==> src/rtl/rss_pkg.sv <==
// Constants and carrier types for the rotate/set/sleep execution block
package rss_pkg;

   // Opcode fields: rotate is word bits 15:10, set-ones bits 15:9, sleep the whole word
   localparam logic [5:0] RSS_OP_ROTATE     = 6'h10;
   localparam logic [6:0] RSS_OP_SETONES    = 7'h34;
   localparam logic [15:0] RSS_OP_SLEEP     = 16'h0003;
   localparam int         RSS_D_BIT         = 9;
   localparam int         RSS_A_BIT         = 8;

   // Operand and addressing
   localparam logic [7:0] RSS_ALL_ONES      = 8'hFF;
   localparam logic [7:0] RSS_INDEX_LIMIT   = 8'h5F;
   localparam logic [7:0] RSS_ACCESS_SPLIT  = 8'h60;
   localparam logic [3:0] RSS_ACCESS_HI_BANK = 4'hF;
   localparam logic [3:0] RSS_ACCESS_LO_BANK = 4'h0;

   // Status bit positions
   localparam int         RSS_FLAG_N        = 4;
   localparam int         RSS_FLAG_Z        = 2;

   // Interrupt status bits
   localparam int         RSS_EV_SLEEP      = 0;
   localparam int         RSS_EV_WDT_WAKE   = 1;
   localparam int         RSS_EV_DONE       = 2;
   localparam logic [2:0] RSS_EV_RESET      = 3'h0;
   localparam logic [2:0] RSS_MASK_RESET    = 3'h0;

   // Register port offsets
   localparam logic [1:0] RSS_REG_STATUS    = 2'h0;
   localparam logic [1:0] RSS_REG_MASK      = 2'h1;
   localparam logic [1:0] RSS_REG_CTRL      = 2'h2;
   localparam logic [1:0] RSS_REG_STATE     = 2'h3;

   localparam logic [7:0] RSS_STATUS_RESET  = 8'h00;
   localparam logic [7:0] RSS_ACC_RESET     = 8'h00;

   typedef enum logic [1:0] {
      RSS_Q1,
      RSS_Q2,
      RSS_Q3,
      RSS_Q4
   } rss_phase_type;

   // Data memory write request
   typedef struct packed {
      logic        we;
      logic [11:0] addr;
      logic [7:0]  data;
   } rss_mem_wr_type;

endpackage : rss_pkg

==> src/rtl/rss_addr_gen.sv <==
// Data memory address generation for byte-oriented operands
`timescale 1ns/1ps
module rss_addr_gen
   import rss_pkg::*;
(
   input  wire logic [7:0]  f_field,
   input  wire logic        a_bit,
   input  wire logic        ext_set_en,
   input  wire logic [3:0]  bank_select_register,
   input  wire logic [11:0] index_base,
   output logic      [11:0] addr,
   output logic             indexed
);
   always_comb begin
      indexed = 1'b0;
      if (a_bit) begin
         addr = {bank_select_register, f_field};
      end else if (ext_set_en && f_field <= RSS_INDEX_LIMIT) begin
         indexed = 1'b1;
         addr    = index_base + {4'h0, f_field};
      end else if (f_field >= RSS_ACCESS_SPLIT) begin
         addr = {RSS_ACCESS_HI_BANK, f_field};
      end else begin
         addr = {RSS_ACCESS_LO_BANK, f_field};
      end
   end
endmodule : rss_addr_gen

==> src/rtl/rss_exec.sv <==
// Four-phase executor for rotate-right, set-all-ones and sleep instructions
`timescale 1ns/1ps
module rss_exec
   import rss_pkg::*;
(
   input  wire logic        clock,
   input  wire logic        rst,
   input  wire logic        clk_en,
   input  wire logic        instr_valid,
   input  wire logic [15:0] instr_word,
   input  wire logic        ext_set_en,
   input  wire logic [3:0]  bank_select_register,
   input  wire logic [11:0] index_base,
   input  wire logic [7:0]  mem_rd_data,
   input  wire logic        wdt_wake,
   input  wire logic        other_wake,
   input  wire logic [1:0]  reg_addr,
   input  wire logic [7:0]  reg_wdata,
   input  wire logic        reg_wr,
   input  wire logic        reg_rd,
   output logic      [7:0]  reg_rdata,
   output logic      [11:0] mem_rd_addr,
   output rss_mem_wr_type   mem_wr,
   output logic      [7:0]  acc_q,
   output logic      [7:0]  status_q,
   output logic             power_down_flag_q,
   output logic             watchdog_expiry_flag_q,
   output logic             wdt_clear_q,
   output logic             osc_halt_q,
   output logic             busy_q,
   output logic             irq_q
);
   rss_phase_type  phase_q;
   logic [15:0]    ir_q;
   logic [7:0]     opnd_q;
   logic [7:0]     res_q;
   logic [11:0]    ea;
   logic           ea_indexed;
   logic           is_rot;
   logic           is_set;
   logic           is_slp;
   logic [2:0]     ev_q;
   logic [2:0]     mask_q;
   logic [2:0]     ev_set;
   logic           ext_ctrl_q;
   logic           idx_seen_q;

   assign is_rot = (ir_q[15:10] == RSS_OP_ROTATE);
   assign is_set = (ir_q[15:9] == RSS_OP_SETONES);
   assign is_slp = (ir_q == RSS_OP_SLEEP);

   rss_addr_gen u_addr (
      .f_field              (ir_q[7:0]),
      .a_bit                (ir_q[RSS_A_BIT]),
      .ext_set_en           (ext_set_en | ext_ctrl_q),
      .bank_select_register (bank_select_register),
      .index_base           (index_base),
      .addr                 (ea),
      .indexed              (ea_indexed)
   );

   // Phase sequencer; idle in Q1 until an instruction is offered
   always_ff @(posedge clock) begin
      if (rst) begin
         phase_q <= RSS_Q1;
         busy_q  <= 1'b0;
         ir_q    <= 16'h0000;
      end else if (clk_en && !osc_halt_q) begin
         case (phase_q)
            RSS_Q1: begin
               if (instr_valid) begin
                  ir_q    <= instr_word;
                  busy_q  <= 1'b1;
                  phase_q <= RSS_Q2;
               end
            end
            RSS_Q2: phase_q <= RSS_Q3;
            RSS_Q3: phase_q <= RSS_Q4;
            RSS_Q4: begin
               busy_q  <= 1'b0;
               phase_q <= RSS_Q1;
            end
            default: phase_q <= RSS_Q1;
         endcase
      end
   end

   // Operand read in Q2
   always_ff @(posedge clock) begin
      if (rst) begin
         mem_rd_addr <= 12'h000;
         opnd_q      <= 8'h00;
         idx_seen_q  <= 1'b0;
      end else if (clk_en && !osc_halt_q) begin
         mem_rd_addr <= ea;
         if (phase_q == RSS_Q2) begin
            opnd_q     <= mem_rd_data;
            idx_seen_q <= ea_indexed;
         end
      end
   end

   // Processing in Q3
   always_ff @(posedge clock) begin
      if (rst) begin
         res_q <= 8'h00;
      end else if (clk_en && !osc_halt_q && phase_q == RSS_Q3) begin
         if (is_set) begin
            res_q <= RSS_ALL_ONES;
         end else begin
            res_q <= {opnd_q[0], opnd_q[7:1]};
         end
      end
   end

   // Destination write in Q4
   always_ff @(posedge clock) begin
      if (rst) begin
         mem_wr   <= '0;
         acc_q    <= RSS_ACC_RESET;
         status_q <= RSS_STATUS_RESET;
      end else if (clk_en) begin
         mem_wr.we <= 1'b0;
         if (!osc_halt_q && phase_q == RSS_Q4) begin
            if (is_rot) begin
               if (ir_q[RSS_D_BIT]) begin
                  mem_wr.we   <= 1'b1;
                  mem_wr.addr <= ea;
                  mem_wr.data <= res_q;
               end else begin
                  acc_q <= res_q;
               end
               status_q[RSS_FLAG_N] <= res_q[7];
               status_q[RSS_FLAG_Z] <= (res_q == 8'h00);
            end else if (is_set) begin
               mem_wr.we   <= 1'b1;
               mem_wr.addr <= ea;
               mem_wr.data <= res_q;
            end
         end
      end
   end

   // Power flags, watchdog clear and oscillator halt
   always_ff @(posedge clock) begin
      if (rst) begin
         power_down_flag_q      <= 1'b1;
         watchdog_expiry_flag_q <= 1'b1;
         wdt_clear_q            <= 1'b0;
         osc_halt_q             <= 1'b0;
      end else if (clk_en) begin
         wdt_clear_q <= 1'b0;
         if (!osc_halt_q && phase_q == RSS_Q4 && is_slp) begin
            power_down_flag_q      <= 1'b0;
            watchdog_expiry_flag_q <= 1'b1;
            wdt_clear_q            <= 1'b1;
            osc_halt_q             <= 1'b1;
         end else if (osc_halt_q && wdt_wake) begin
            watchdog_expiry_flag_q <= 1'b0;
            osc_halt_q             <= 1'b0;
         end else if (osc_halt_q && other_wake) begin
            osc_halt_q <= 1'b0;
         end
      end
   end

   // Interrupt events: set beats write-one-to-clear
   always_comb begin
      ev_set                  = 3'h0;
      ev_set[RSS_EV_SLEEP]    = !osc_halt_q && phase_q == RSS_Q4 && is_slp;
      ev_set[RSS_EV_WDT_WAKE] = osc_halt_q && wdt_wake;
      ev_set[RSS_EV_DONE]     = !osc_halt_q && phase_q == RSS_Q4;
   end

   always_ff @(posedge clock) begin
      if (rst) begin
         ev_q <= RSS_EV_RESET;
      end else if (clk_en) begin
         ev_q <= (ev_q & ~((reg_wr && reg_addr == RSS_REG_STATUS) ? reg_wdata[2:0] : 3'h0))
                 | ev_set;
      end
   end

   always_ff @(posedge clock) begin
      if (rst) begin
         mask_q     <= RSS_MASK_RESET;
         ext_ctrl_q <= 1'b0;
      end else if (clk_en && reg_wr) begin
         if (reg_addr == RSS_REG_MASK) begin
            mask_q <= reg_wdata[2:0];
         end else if (reg_addr == RSS_REG_CTRL) begin
            ext_ctrl_q <= reg_wdata[0];
         end
      end
   end

   // Registered so irq lags status by one cycle
   always_ff @(posedge clock) begin
      if (rst) begin
         irq_q <= 1'b0;
      end else if (clk_en) begin
         irq_q <= |(ev_q & mask_q);
      end
   end

   always_ff @(posedge clock) begin
      if (rst) begin
         reg_rdata <= 8'h00;
      end else if (clk_en) begin
         reg_rdata <= 8'h00;
         if (reg_rd) begin
            if (reg_addr == RSS_REG_STATUS) begin
               reg_rdata <= {5'h00, ev_q};
            end else if (reg_addr == RSS_REG_MASK) begin
               reg_rdata <= {5'h00, mask_q};
            end else if (reg_addr == RSS_REG_CTRL) begin
               reg_rdata <= {7'h00, ext_ctrl_q};
            end else begin
               reg_rdata <= {idx_seen_q, osc_halt_q, power_down_flag_q,
                             watchdog_expiry_flag_q, busy_q, 1'b0, phase_q};
            end
         end
      end
   end
endmodule : rss_exec

==> config.mk <==
export PLATFORM = sky130hd
export DESIGN_NAME = rss_exec
export DESIGN_NICKNAME = d
export VERILOG_FILES = /design/src/rtl/rss_pkg.sv /design/src/rtl/rss_addr_gen.sv /design/src/rtl/rss_exec.sv
export SDC_FILE = /design/constraint.sdc
export NUM_CORES = 1
export LEC_CHECK = 0
export BUFFER_PORTS_ARGS = -buffer_cell sky130_fd_sc_hd__buf_2
export CAP_MARGIN = 20
export CORE_MARGIN = 2
export CORE_UTILIZATION = 47
export DETAILED_ROUTE_END_ITERATION = 8
export HOLD_SLACK_MARGIN = 0.03
export PLACE_DENSITY = 0.81
export SLEW_MARGIN = 20
export SYNTH_ARGS = -nofsm -noshare
export SYNTH_HDL_FRONTEND = slang
export SYNTH_SLANG_ARGS = --single-unit
==> constraint.sdc <==
create_clock -name clock -period 1.8 [get_ports clock]
set_input_delay 0.27 -clock clock [delete_from_list [all_inputs] [get_ports clock]]
set_output_delay 0.27 -clock clock [all_outputs]
set_load 0.02 [all_outputs]
### After elaboration in Yosys (flattened, before gate mapping)

Index checks and enable logic that the tools add are counted.

| word-level totals | value |
|---|---|
| logic and storage cells | 96 |
| register bits | 99 |

| operators by class | value |
|---|---|
| equal/unequal tests | 10 |
| add/subtract/negate cells | 1 |
| multiplexer cells | 25 |
| bitwise logic cells | 7 |
| magnitude comparators | 2 |
| reduce and logical (&&, ||, !) cells | 30 |

Operator list:

| cell | count |
|---|---|
| two-way mux 21 bit | 4 |
| two-way mux 8 bit | 5 |
| two-way mux 12 bit | 3 |
| == test 16 x 2 -> 1 bit (second input constant) | 1 |
| adder 12 x 8 -> 12 bit | 1 |
| AND reduction 2 bit | 6 |
| AND reduction 3 bit | 4 |
| logical AND 1 bit | 9 |
| two-way mux 1 bit | 9 |
| greater-or-equal comparator 8 x 7 -> 1 bit (second input constant) | 1 |
| less-or-equal comparator 8 x 7 -> 1 bit (second input constant) | 1 |
| zero test 8 bit | 1 |
| case mux 2 bit (4 select lines) | 1 |
| AND reduction 4 bit | 2 |
| == test 7 x 6 -> 1 bit (second input constant) | 1 |
| AND 3 bit | 2 |
| == test 2 bit (second input constant) | 3 |
| == test 6 x 5 -> 1 bit (second input constant) | 1 |
| nonzero test 2 bit | 3 |
| == test 2 x 1 -> 1 bit (second input constant) | 2 |
| zero test 2 bit | 2 |
| != test 2 bit (second input constant) | 2 |
| two-way mux 3 bit | 1 |
| NOT 3 bit | 1 |
| 8 further kinds | 9 |

### Logic depth before layout (Yosys ltp)

| depth | value |
|---|---|
| word-level depth | 7 |
| depth in mapped cells | 8 |
| gate-level depth less buffers | 8 |

### Cells and area by module

From an unflattened synthesis, not the netlist that was laid out.

| second synthesis, totals | value |
|---|---|
| cell total of the unflattened synthesis | 548 |
| area, all modules | 4633.2 µm² |

By module, submodules not included:

| module | times used | seq. area each (µm²) | cells each | area an instance (µm²) |
|---|---|---|---|---|
| rss_exec | 1 | 1981.9 | 453 | 3966.3 |
| rss_addr_gen | 1 | 0.0 | 95 | 666.9 |

### Worst setup path before layout

No wires, ideal clock.

| timing | value |
|---|---|
| path type | register to register |
| from | register ir_q[0] |
| to | register mem_wr[18] (netlist bit) |
| period minus slack after synthesis | 1.941 ns |
| buffers on the path | 0 |
| stages on the path, launching flop included | 9 |
| setup time | 0.134 ns |
| data arrival time | 1.807 ns |
| required time | 1.666 ns |
| setup slack | -0.141 ns |
| cells stage by stage | dfxtp_1 ha_1 inv_1 fa_1 nor2b_1 o31ai_1 a211oi_1 mux2i_1 a311oi_1 |

| on the way | value |
|---|---|
| longest elaborated chain between the ends | 6 |
| elaborated cells on any way between the ends | 10 |
| those cells by class | 1 x add/sub; 2 x order compare; 6 x mux; 1 x reduce/logical |

Ends and longest elaborated chain:

| element | RTL line | source |
|---|---|---|
| start: declaration | rss_exec.sv:34 | `logic [15:0] ir_q;` |
| start signal: assignment | rss_exec.sv:72 | `ir_q <= instr_word;` |
| greater-or-equal comparator 8 x 7 -> 1 bit or less-or-equal comparator 8 x 7 -> 1 bit (tied branches) | rss_addr_gen.sv:21, rss_addr_gen.sv:18 |  |
| two-way mux 12 bit or logical AND 1 bit (tied branches) | rss_addr_gen.sv:21, rss_addr_gen.sv:18 |  |
| two-way mux 12 bit * | rss_addr_gen.sv:18 | `end else if (ext_set_en && f_field <= RSS_INDEX_LIMIT) begin` |
| two-way mux 12 bit * | rss_addr_gen.sv:16 | `if (a_bit) begin` |
| two-way mux 21 bit (on tied branches) | rss_exec.sv:135, rss_exec.sv:126 |  |
| two-way mux 21 bit * | rss_exec.sv:125 | `if (is_rot) begin` |
| end: declaration | rss_exec.sv:23 | `output rss_mem_wr_type mem_wr,` |

Mark *: on every way between the ends. The rest lies on a longest branch, timed or not. The select of a mux whose other input is x is not followed.
A chain may end at the register's enable or synchronous reset.

### Worst setup path in the final report

| timing | value |
|---|---|
| from | register ir_q[0] |
| to | register mem_wr[19] (netlist bit) |

The elaborated chain is that of the path after synthesis.

==> flow_summary.yaml <==
run_status:
  violations: "setup timing"
  status: "finished with violations"
timing:
  setup_tns_ns: -1.31
  relSlewSlack_pct: 59.2
  tightest_slew_ns: 0.603
  rsz0062_at_grt: "true"
  fin_crit_sh_pct: 108
  finalSetupViolCount: 15
  timing.final.crit_period_ns: 1.94
  fin_skew_ns: 0.0162
  slew_violations: 0
  fmax_ghz: 0.514
  final_hold_viol_count: 0
  setup_ws_ns: -0.144
pwr:
  leakagePower_nw: 2.55
  switching_share_pct: 30.2
  p_clk_share_pct: 31.1
  p_int_w: 0.00313
  power_density_mw_per_mm2: 779
  vdd_drop_max_uv: 402
  power_switching_w: 0.00135
  finalPower_w: 0.00448
  seq_power_share_pct: 51.6
  power_frac_comb_pct: 17.3
yosys:
  synthesis.area_mm2: 0.00447
  synth-main-ff-cell: "dfxtp_1"
  ys_ff_latch: 99
  synth_warnings: 0
  ys_seq_area_share_pct: 44.3
  synth.distinct_cells: 62
  avgSynthCellArea_um2: 8.55
  syn_inst: 523
  synthArstFlopShare_pct: 0
  synth-edff-count: 0
setup_path:
  reg2reg_depth: 7
  required_ns: 2.08
  r2r_start: "ir_q[0]"
  worstSetupPathType: "reg -> reg"
  critPathArrivalTime_ns: 2.22
  reg2reg_to: "mem_wr[19]"
  startpoint: "ir_q[0]"
  cp-endpoint: "mem_wr[19]"
  startpoint_type: "register"
  r2r_slack_ns: -0.14
  crit_path_end_kind: "register"
  critPathMaxFanout: 3
die:
  die_w_um: 102
  die_y_um: 102
  io_pins: 122
  rows: 35
  initial_core_util_pct: 48.4
  core_region_area_mm2: 0.00924
  dieArea_mm2: 0.0103
clock_network:
  clock_path_buffers: 2
  clk_latency_ns: 0.37
  clk_pin_slew_ns: 0.10
  cts_sinks: 99
  numCtsBuffers: 9
  cts_root_buf: "clkbuf_8"
  cts.hold.buffers_added: 0
  tritoncts: "yes"
  htree_levels: 3
hold_path:
  hp-class: "in -> reg"
final_layout:
  diodes: 0
  drive_gt1_share_pct: 33.2
  fin_cells: 800
  num-nets-final: 738
  fin_area_mm2: 0.00576
  syn2layout_area_growth_pct: 28.7
place:
  post-place-ws_ns: -0.224
  place_congestion: 0.952
  placed_area_mm2: 0.00544
  place_hpwl_um: 9080
  portBuffers: 110
  place_inst: 782
grt:
  antenna_found_initial: 0
  grt_pass1_vias: 4021
  grt_use_met1_pct: 31.6
  busiest_layer: "met2"
  grt_pass1_wl_um: 19100
  grt-ovfl-total: 0
  met2_usage_pct: 37.8
  track_usage_pct: 23.4
  grt_util_met3_pct: 4.90
  grt_max_degree: 102
routing:
  wl_per_cell_um: 15.2
  drt_first_iter_violations: 208
  final_antenna_net_count: 0
  drc: 0
  drt-pass1-iter-count: 6
  vias_per_cell: 5.39
  vias: 4312
  wirelength_um: 12200
run:
  drv_cap: 0
## cells in the mapped netlist (2+ instances only)
master / number / area share [%]
dfxtp_1: 99 / 44
nor2_1: 77 / 6.5
nand2_1: 73 / 6.1
a21oi_1: 52 / 5.8
nand3_1: 23 / 2.6
mux2i_1: 19 / 4.3
clkbuf_1: 16 / 1.3
a211oi_1: 14 / 2.4
nor3_1: 14 / 1.6
ha_1: 12 / 3.4
inv_1: 11 / 0.92
a311oi_1: 10 / 2.0
buf_4: 8 / 1.3
o21ai_0: 8 / 0.90
a22oi_1: 6 / 1.0
buf_2: 6 / 0.67
clkbuf_8: 5 / 1.5
nand4_1: 5 / 0.70
a211o_1: 4 / 0.78
a21o_1: 4 / 0.67
o31ai_1: 4 / 0.67
nand3b_1: 3 / 0.50
nor4_1: 3 / 0.42
xor2_1: 3 / 0.59
a32oi_1: 2 / 0.39
and2_1: 2 / 0.28
and4_1: 2 / 0.39
mux2_2: 2 / 0.50
nand2b_1: 2 / 0.28
nor2b_1: 2 / 0.28
## stage by stage
step | util [%] | hold WS (ns)
after CTS | 61.7 | 0.122
after global placement | 58.9 | 0.444
after detailed placement | 58.9 | 0.444
after global routing | 62.3 | 0.131
final | 62.3 | 0.130
after floorplan | - | 0.398
## worst min-delay path by stage
stage | startpoint | end | slack [ns] | depth (start not counted)
2_1_floorplan | instr_word[0] | ir_q[0] | 0.40 | 2
5_1_grt | instr_word[13] | ir_q[13] | 0.13 | 3
6_report | instr_word[1] | ir_q[1] | 0.13 | 3
4_1_cts | instr_word[1] | ir_q[1] | 0.12 | 3
3_3_place_gp | reg_rdata[0] | reg_rdata[0] | 0.44 | 2
3_5_place_dp | acc_q[4] | acc_q[4] | 0.44 | 2
## power groups by stage
stage | Clock (W) | Combinational, W | Sequential [W]
floorplan | 0 | 0.000418 | 0.00238
global placement | 0 | 0.000702 | 0.00236
detailed placement | 0 | 0.000729 | 0.00236
CTS | 0.00141 | 0.000752 | 0.00231
global route | 0.00151 | 0.000840 | 0.00232
finish | 0.00139 | 0.000776 | 0.00231
## worst max-delay path, cell delays in order (launching register included)
cell	delay [ns]
dfxtp_2	0.35
ha_4	0.16
buf_4	0.14
a211oi_4	0.29
o31ai_4	0.11
a41oi_2	0.23
mux2_4	0.34
a311oi_1	0.23
## registers in the layout, indices dropped and copies added (netlist names), 2 cells and up
name         cells
ev_q             3
reg_rdata        8
opnd_q           8
ir_q            16
acc_q            8
mem_wr          21
res_q            8
mask_q           3
mem_rd_addr     12
phase_q          2
status_q         2
## layout make-up
type | instances | area [µm²]
flip-flops and latches | 99 | 1990
well taps | 129 | 161
clock buffers | 9 | 124
repair buffers | 162 | 966
clock inverters | 7 | 67.6
multi-input cells | 383 | 2410
inverters | 11 | 41.3
fillers | 803 | 3480
## placed cells by master (no fill, tap or decap), drive strengths merged, types with 3 or more instances in the layout
cell type / synthesis / final
nor2: 77 / 77
mux2i: 19 / 19
mux2: 3 / 3
dfxtp: 99 / 99
a21oi: 53 / 53
buf: 14 / 162
xor2: 3 / 3
a211o: 4 / 4
nor4: 3 / 3
nand3b: 3 / 3
o31ai: 5 / 5
nand3: 23 / 23
nor3: 15 / 15
a22oi: 6 / 6
o21ai: 9 / 9
a311oi: 10 / 10
inv: 11 / 14
a211oi: 15 / 15
ha: 12 / 12
nand2: 74 / 74
conb: 1 / 6
clkbuf: 21 / 9
a21o: 5 / 5
clkinv: 0 / 4
nand4: 5 / 5
## logic make-up (layout without fill, tap and decap cells)
group,count (synthesis),count (layout),share of synthesized area (%)
buf+inv,46,189,5.82
simple gates,218,218,21.7
compound gates,120,120,18.1
other cells,1,6,0.0839
fa+ha+maj,13,13,3.81
xor+xnor,3,3,0.588
mux,23,23,5.60
flops,99,99,44.3
## what timing repair did
action / 4_1_cts / 5_1_grt
setup endpoints to repair: 21 / 28
buffers inserted: 2 / 1
hold endpoints to repair: 0 / 0
pin swaps: 13 / 9
gates resized for setup: 13 / 10
## metal layers
layer	part of all wire, %	vias up
li1	-	2126
met1	44	2017
met2	48	151
met3	6.6	18
met4	1.6	0
met5	0	-
Power figures use the tool's default switching activity.
